[config.mk]
export PLATFORM = sky130hd
export DESIGN_NAME = hbgd_ctrl
export DESIGN_NICKNAME = d
export VERILOG_FILES = /design/src/hw/hbgd_pkg.sv /design/src/hw/hbgd_ctrl.sv
export SDC_FILE = /design/constraint.sdc
export NUM_CORES = 1
export LEC_CHECK = 0
export ABC_AREA = 1
export BUFFER_PORTS_ARGS = -buffer_cell sky130_fd_sc_hd__buf_2
export CELL_PAD_IN_SITES_DETAIL_PLACEMENT = 1
export CELL_PAD_IN_SITES_GLOBAL_PLACEMENT = 2
export CORE_ASPECT_RATIO = 1.75
export CORE_UTILIZATION = 36
export CTS_BUF_LIST = sky130_fd_sc_hd__clkbuf_2
export DETAILED_ROUTE_END_ITERATION = 7
export GPL_TIMING_DRIVEN = 0
export PLACE_DENSITY = 0.87
export SLEW_MARGIN = 10
export SYNTH_ARGS = -nofsm -noshare
export SYNTH_HDL_FRONTEND = slang
export SYNTH_SLANG_ARGS = --single-unit
[constraint.sdc]
create_clock -name i_clk -period 4.6 [get_ports i_clk]
set_input_delay 0.46 -clock i_clk [delete_from_list [all_inputs] [get_ports i_clk]]
set_output_delay 0.46 -clock i_clk [all_outputs]
set_load 0.03 [all_outputs]
[src/hw/hbgd_pkg.sv]
// package of constants and types for the half-bridge gate drive control
package hbgd_pkg;
    localparam int HBGD_CHANNELS = 7;
    localparam int HBGD_PWM_INPUTS = 4;
    localparam int HBGD_SRC_W = 2;
    localparam int HBGD_SPLIT_CH = 6;
    localparam logic HBGD_DRIVER_POWER_ENABLE_RST = 1'h0;
    localparam logic [6:0] HBGD_EN_RST = 7'h00;
    localparam logic [6:0] HBGD_POL_RST = 7'h00;
    localparam logic [6:0] HBGD_PWM_EN_RST = 7'h00;
    localparam logic [13:0] HBGD_SRC_RST = 14'h0000;
    localparam logic HBGD_SPLIT_RST = 1'h0;
    localparam logic [1:0] HBGD_SYNC_RST = 2'h0;

    // control settings as written by the serial port
    typedef struct packed {
        logic driver_power_enable;
        logic ch7_split_select;
        logic [6:0] channel_output_enable;
        logic [6:0] channel_polarity;
        logic [6:0] channel_pwm_enable;
        logic [13:0] pwm_source_select;
    } hbgd_cfg_t;

    // gate drive state of all channels
    typedef struct packed {
        logic [6:0] high_gate_out;
        logic [6:0] low_gate_out;
        logic [6:0] gate_pulldown;
    } hbgd_gate_t;

    // power state
    typedef enum logic [0:0] {
        HBGD_REDUCED = 1'b0,
        HBGD_FULL = 1'b1
    } hbgd_pwr_t;
endpackage

[src/hw/hbgd_ctrl.sv]
// half-bridge gate drive control for seven channels
//
// Behaviour
// - reset enters reduced power, driver enable 0, pump off, gate currents off.
// - diagnostic test currents stay enabled in reduced power.
// - driver enable at 1 moves to full power while sleep is low.
// - pull-downs active at power-up, reduced power and sleep; gates off.
// - each channel configured alone; continuous on and pwm modes.
// - channel enable 0 forces both gates off; 1 enables; rewrite restarts.
// - channel seven split select: 0 half-bridge, 1 split arrangement.
// - split select ignored for channels one to six.
// - polarity 0 drives low side, 1 drives high side.
// - pwm enable 0 holds continuous on; 1 follows selected pwm input.
// - pwm enable change applies after chip select rising edge.
// - two-bit source field picks pwm input one to four.
// - source routing change applies after chip select rising edge.
// - pwm low turns chosen driver off, complementary on.
// - pwm high turns chosen driver on, complementary off; active high.
// - split with pwm off turns both drivers of channel seven on.
// - split with pwm on: polarity side stays on, other follows pwm.
// - any number of channels may share one pwm input.
`timescale 1ns/1ps
`default_nettype none
module hbgd_ctrl
    import hbgd_pkg::*;
(
    // clock and reset
    input wire logic i_clk,
    input wire logic i_rst,
    // serial port settings and strobe, sleep input
    input wire hbgd_pkg::hbgd_cfg_t i_cfg,
    input wire logic i_serial_chip_select_n,
    input wire logic i_sleep,
    // external pwm inputs
    input wire logic [hbgd_pkg::HBGD_PWM_INPUTS-1:0] i_pwm_input,
    // gate drive and power outputs
    output logic [hbgd_pkg::HBGD_CHANNELS-1:0] o_high_gate_out,
    output logic [hbgd_pkg::HBGD_CHANNELS-1:0] o_low_gate_out,
    output logic [hbgd_pkg::HBGD_CHANNELS-1:0] o_gate_pulldown,
    output logic o_charge_pump_on,
    output logic o_gate_current_on,
    output logic o_diag_current_on,
    output logic o_full_power
);
    import hbgd_pkg::*;

    logic cs_q;
    logic cs_rise;
    hbgd_cfg_t cfg_q;
    logic [HBGD_PWM_INPUTS-1:0] pwm_meta_q;
    logic [HBGD_PWM_INPUTS-1:0] pwm_sync_q;
    hbgd_pwr_t pwr_q;
    hbgd_gate_t gate_d;

    // picks the pwm input named by a two-bit source field
    function automatic logic pick_pwm(
        input logic [HBGD_PWM_INPUTS-1:0] pwm,
        input logic [HBGD_SRC_W-1:0] sel
    );
        pick_pwm = pwm[sel];
    endfunction

    // chip select edge detect
    always_ff @(posedge i_clk or posedge i_rst) begin
        if (i_rst) begin
            cs_q <= 1'b1;
        end else begin
            cs_q <= i_serial_chip_select_n;
        end
    end
    assign cs_rise = i_serial_chip_select_n & ~cs_q;

    // settings latched at the end of a write
    always_ff @(posedge i_clk or posedge i_rst) begin
        if (i_rst) begin
            cfg_q.driver_power_enable <= HBGD_DRIVER_POWER_ENABLE_RST;
            cfg_q.ch7_split_select <= HBGD_SPLIT_RST;
            cfg_q.channel_output_enable <= HBGD_EN_RST;
            cfg_q.channel_polarity <= HBGD_POL_RST;
            cfg_q.channel_pwm_enable <= HBGD_PWM_EN_RST;
            cfg_q.pwm_source_select <= HBGD_SRC_RST;
        end else if (cs_rise) begin
            cfg_q <= i_cfg;
        end
    end

    // two-flop pwm synchroniser
    always_ff @(posedge i_clk or posedge i_rst) begin
        if (i_rst) begin
            pwm_meta_q <= '0;
            pwm_sync_q <= '0;
        end else begin
            pwm_meta_q <= i_pwm_input;
            pwm_sync_q <= pwm_meta_q;
        end
    end

    // power state machine
    always_ff @(posedge i_clk or posedge i_rst) begin
        if (i_rst) begin
            pwr_q <= HBGD_REDUCED;
        end else begin
            case (pwr_q)
                HBGD_REDUCED: begin
                    if (cfg_q.driver_power_enable && !i_sleep) begin
                        pwr_q <= HBGD_FULL;
                    end
                end
                HBGD_FULL: begin
                    if (!cfg_q.driver_power_enable || i_sleep) begin
                        pwr_q <= HBGD_REDUCED;
                    end
                end
                default: pwr_q <= HBGD_REDUCED;
            endcase
        end
    end

    // per-channel gate decision
    always_comb begin
        logic pwm;
        logic pol;
        logic live;
        gate_d = '0;
        pwm = 1'b0;
        pol = 1'b0;
        live = 1'b0;
        for (int ch = 0; ch < HBGD_CHANNELS; ch++) begin
            pwm = pick_pwm(pwm_sync_q,
                cfg_q.pwm_source_select[ch*HBGD_SRC_W +: HBGD_SRC_W]);
            pol = cfg_q.channel_polarity[ch];
            live = (pwr_q == HBGD_FULL) && !i_sleep
                && cfg_q.channel_output_enable[ch];
            if (!live) begin
                gate_d.gate_pulldown[ch] = 1'b1;
            end else if (ch == HBGD_SPLIT_CH && cfg_q.ch7_split_select) begin
                // split arrangement, channel seven only
                if (!cfg_q.channel_pwm_enable[ch]) begin
                    gate_d.high_gate_out[ch] = 1'b1;
                    gate_d.low_gate_out[ch] = 1'b1;
                end else if (!pol) begin
                    gate_d.low_gate_out[ch] = 1'b1;
                    gate_d.high_gate_out[ch] = pwm;
                end else begin
                    gate_d.high_gate_out[ch] = 1'b1;
                    gate_d.low_gate_out[ch] = pwm;
                end
            end else if (!cfg_q.channel_pwm_enable[ch]) begin
                // continuous on, half-bridge
                gate_d.high_gate_out[ch] = pol;
                gate_d.low_gate_out[ch] = ~pol;
            end else begin
                // pwm mode: high turns on polarity side, low the other
                gate_d.high_gate_out[ch] = pol ? pwm : ~pwm;
                gate_d.low_gate_out[ch] = pol ? ~pwm : pwm;
            end
        end
    end

    // registered gate outputs
    always_ff @(posedge i_clk or posedge i_rst) begin
        if (i_rst) begin
            o_high_gate_out <= '0;
            o_low_gate_out <= '0;
            o_gate_pulldown <= '1;
        end else begin
            o_high_gate_out <= gate_d.high_gate_out;
            o_low_gate_out <= gate_d.low_gate_out;
            o_gate_pulldown <= gate_d.gate_pulldown;
        end
    end

    // registered power outputs
    always_ff @(posedge i_clk or posedge i_rst) begin
        if (i_rst) begin
            o_charge_pump_on <= 1'b0;
            o_gate_current_on <= 1'b0;
            o_diag_current_on <= 1'b1;
            o_full_power <= 1'b0;
        end else begin
            o_charge_pump_on <= (pwr_q == HBGD_FULL);
            o_gate_current_on <= (pwr_q == HBGD_FULL);
            o_diag_current_on <= 1'b1;
            o_full_power <= (pwr_q == HBGD_FULL);
        end
    end
endmodule
`default_nettype wire

Word-level counts from Yosys, hierarchy flattened

Index checks and enable logic that the tools add are counted.

Reductions and logical operators: 12
Order comparisons: 7
Bitwise operators: 17
Mux-type cells: 72

Operator list:

| cell                 | number |
|---|---|
| $mux W1              | 64 |
| $lt A2 B3 Y1 const B | 7 |
| $not A1 Y1           | 16 |
| $bmux W1 S2          | 7 |
| $logic_and A1 B1 Y1  | 9 |
| $logic_not A1 Y1     | 2 |
| $pmux W1 S2          | 1 |
| $and A1 B1 Y1        | 1 |
| $logic_or A1 B1 Y1   | 1 |

Word-level logic and storage cells: 122
Output and inout port bits: 25
Input port bits: 45
Flip-flop bits (word level): 69

Logic depth before layout (Yosys ltp)

Depth in word-level cells: 7
Mapped depth: 8

Worst setup path before layout

No wires, ideal clock.

Kind: flip-flop to flip-flop
From: register cfg_q[12] in the netlist's numbering
To: register o_high_gate_out[6] in the netlist's numbering
Path slack: 3239 ps
Buffers on the path: 0
Stages on the path, launching flop included: 8
Arrival: 1275 ps
Clock period less this slack: 1361 ps
Required time: 4514 ps
Cells stage by stage: dfrtp_1 > inv_1 > nand2_1 > a32o_1 > ha_1 > o21ai_0 > nor2_1 > nor3_1

RTL lines:

| item                     | RTL line         | RTL |
|---|---|---|
| start: declaration       | hbgd_ctrl.sv:49  | `hbgd_cfg_t cfg_q;` |
| start signal: assignment | hbgd_ctrl.sv:83  | `cfg_q <= i_cfg;` |
| end signal: assignment   | hbgd_ctrl.sv:167 | `o_high_gate_out <= gate_d.high_gate_out;` |
| end: declaration         | hbgd_ctrl.sv:37  | `output logic [hbgd_pkg::HBGD_CHANNELS-1:0] o_high_gate_out,` |

Worst setup path after layout

From: register o_gate_pulldown[6] in the netlist's numbering
To: output o_gate_pulldown[6] in the netlist's numbering

RTL lines:

| item                     | RTL line         | RTL |
|---|---|---|
| start: declaration       | hbgd_ctrl.sv:39  | `output logic [hbgd_pkg::HBGD_CHANNELS-1:0] o_gate_pulldown,` |
| start signal: assignment | hbgd_ctrl.sv:169 | `o_gate_pulldown <= gate_d.gate_pulldown;` |

No word-level cell between the ends.

==> impl_metrics.ini <==
[worst_setup_path]
cp_max_fo = 1
cpPeakStageDelay_ns = 0.56
crit_slowest_cell = dfstp_2
crit_family = flip-flops
crit_buf_inv = 1
cp_cell_sequence = buf_2
cp_data_arrival_time_ns = 1.28
worstPathRequired_ns = 4.14
endpoint_kind = primary output
worstSetupStartpointType = flip-flop
critPathKind = reg2out

[clocking]
cts_tree = done
hold_buffers = 6
post_cts_resized = 0
numClockSinks = 69
clk_latency_ns = 0.54
postCtsSetupBuffers = 0
cts_buffers = 9
clock-root-buffer = clkbuf_2
clk_pin_slew_ns = 0.18
cts_buffer_depth = 2
htree_levels = 3

[place]
gp_congestion = 0.7604
place_hpwl_um = 4883
dpl-instance-area_um2 = 3328
io_buffer_count = 68

[status]
status = completed

[detailed_routing]
via_per_inst = 4.736
ant_nets = 0
dr.pass1.iters = 4
wl_per_cell_um = 14.12
drc = 0
vias = 2221
routed_wl_um = 6622
drt_iter0_drc = 53

[cells_and_area]
layout-drive-gt1-share_pct = 30.79
fill_cells = 939
final_util_pct = 45.52
final_area_um2 = 3468
area_growth_pct = 21.47
multi_input_area_um2 = 943.4
nets = 422
ff_latch_area_um2 = 1737

[synth]
synthAdderAreaFrac_pct = 0.8764
synth-compound-area-share_pct = 4.908
synth_cell_type_count = 19
syn_inst = 289
synthMuxAreaShare_pct = 7.099
syn_area_um2 = 2855
ys_seq_area_share_pct = 60.82
ys_ff_latch = 69
synth-simple-area-share_pct = 20.03
synth_top_family_by_area = simple AND/OR/NAND/NOR gates
syn_nets = 336
syn_avg_cell_area_um2 = 9.880
synth_xor_xnor_area_share_pct = 0
yosysWarnings = 0

[floorplan]
chipWidth_um = 69.32
core_um2 = 7620
initial_core_util_pct = 37.47
io_pins = 70
die_height_um = 119.8
die_area_um2 = 8305
rows = 42

[global_route]
grt_pass1_vias = 2397
grt.overflow.total = 0
antenna_found_initial = 1
grt_start_max_net_pins = 37
grt_pass1_wl_um = 11430
grt_use_total_pct = 18.60

[sta]
hold_ws_ns = 0.07748
max_freq_mhz = 573.2
final_hold_viol_count = 0
setup_viol = 0
setup_tns_ns = 0
finalCriticalPeriod_ns = 1.745
rsz0062_at_grt = no
timing.final.max_slew_violations = 0
clock_skew_ns = 0.01403
period_share_pct = 37.93

[job]
max_cap_violations = 0

[power]
leakage_nw = 1.892
peakVddDrop_uv = 155.8
finalPower_mw = 1.239
power_density_nw_per_um2 = 357.2

[worst_hold_path]
hold_path.class = in2reg
## layout by cell type (no fill, tap or decap)
master / netlist / final
conb_1: 1 / 1
nand2_1: 74 / 74
ha_1: 2 / 2
o21ai_0: 1 / 1
nor3_1: 2 / 2
buf_2: 2 / 70
clkinv_1: 0 / 2
dfstp_2: 8 / 8
inv_4: 0 / 1
buf_4: 3 / 3
clkinv_2: 0 / 1
inv_1: 26 / 25
clkbuf_2: 0 / 13
nor2_1: 39 / 39
nor2_4: 1 / 1
a32o_1: 1 / 1
nand2_2: 1 / 1
a21oi_1: 25 / 25
dlygate4sd3_1: 0 / 6
buf_6: 4 / 4
nand3_1: 24 / 24
mux2_2: 2 / 2
mux2_4: 12 / 12
buf_12: 0 / 1
dfrtp_1: 61 / 61
diode_2: 0 / 1
## cells in the mapped netlist
cell type / instances / share of area, %
a32o_1: 1 / 0.35
mux2_4: 12 / 6.3
ha_1: 2 / 0.88
dfstp_2: 8 / 7.4
buf_4: 3 / 0.79
nor3_1: 2 / 0.35
a21oi_1: 25 / 4.4
nand2_1: 74 / 9.7
nor2_1: 39 / 5.1
dfrtp_1: 61 / 53
nand2_2: 1 / 0.22
conb_1: 1 / 0.13
nand3_1: 24 / 4.2
mux2_2: 2 / 0.79
o21ai_0: 1 / 0.18
buf_6: 4 / 1.6
inv_1: 26 / 3.4
buf_2: 2 / 0.35
nor2_4: 1 / 0.39
## stage by stage
step,setup slack [ns],std cells
2_1_floorplan,2.413,289
3_3_place_gp,1.583,445
3_5_place_dp,2.979,446
4_1_cts,2.807,468
5_1_grt,2.787,469
6_report,2.855,469
## power breakdown
group	internal (mW)	switching (mW)
logic	0.104	0.144
clock network	0.0762	0.207
registers	0.668	0.0403
## worst reg2reg max path, stage by stage, from the launching register on
cell and delay [ns]:
dfrtp_1 0.54, nand2_1 0.09, a32o_1 0.28, ha_1 0.28, o21ai_0 0.18, nor2_1 0.06
nor3_1 0.13
## state kept, by name (all words and copies together), names as in the netlist
register and flops:
o_full_power 1, o_low_gate_out 7, cfg_q 37, pwr_q 1, pwm_meta_q 4, o_high_gate_out 7
pwm_sync_q 4, cs_q 1, o_gate_pulldown 7
## routing by layer
layer  vias to the layer above  GRT usage, %  part of all wire (%)
li1                       1090             -                     -
met1                      1076         20.32                    38
met2                        42         31.67                    55
met3                        13         4.282                   3.4
met4                         0         12.50                   3.3
met5                         -             0                     0
## kinds of logic after synthesis
| family | Yosys count |
|---|---|
| other | 1 |
| DFF | 69 |
| and+or+nand+nor | 141 |
| muxes | 14 |
| adders and majority gates | 2 |
| AOI/OAI and AO/OA | 27 |
| buffers and inverters | 35 |
## layout make-up
class	count	area share [%]
Buffer	9	2.237
Sequential cell	69	50.07
Clock inverter	3	0.3607
Multi-Input combinational cell	185	27.20
Inverter	26	2.886
Clock buffer	13	1.876
Antenna cell	1	0.07215
Tap cell	88	3.175
Timing Repair Buffer	75	12.12
## worst paths after layout
kind | from | end | slack (ns) | cells past startpoint
max reg2reg | pwm_sync_q[3] | o_high_gate_out[6] | 3.00 | 6
min | i_sleep | pwr_q | 0.08 | 2
min reg2reg | pwm_meta_q[3] | pwm_sync_q[3] | 0.37 | 0
min in group asynchronous | i_rst | pwr_q | 0.45 | 3
max | o_gate_pulldown[6] | o_gate_pulldown[6] | 2.86 | 1
max in group asynchronous | i_rst | o_gate_pulldown[5] | 3.54 | 4
(Power assumes the default switching activity.)
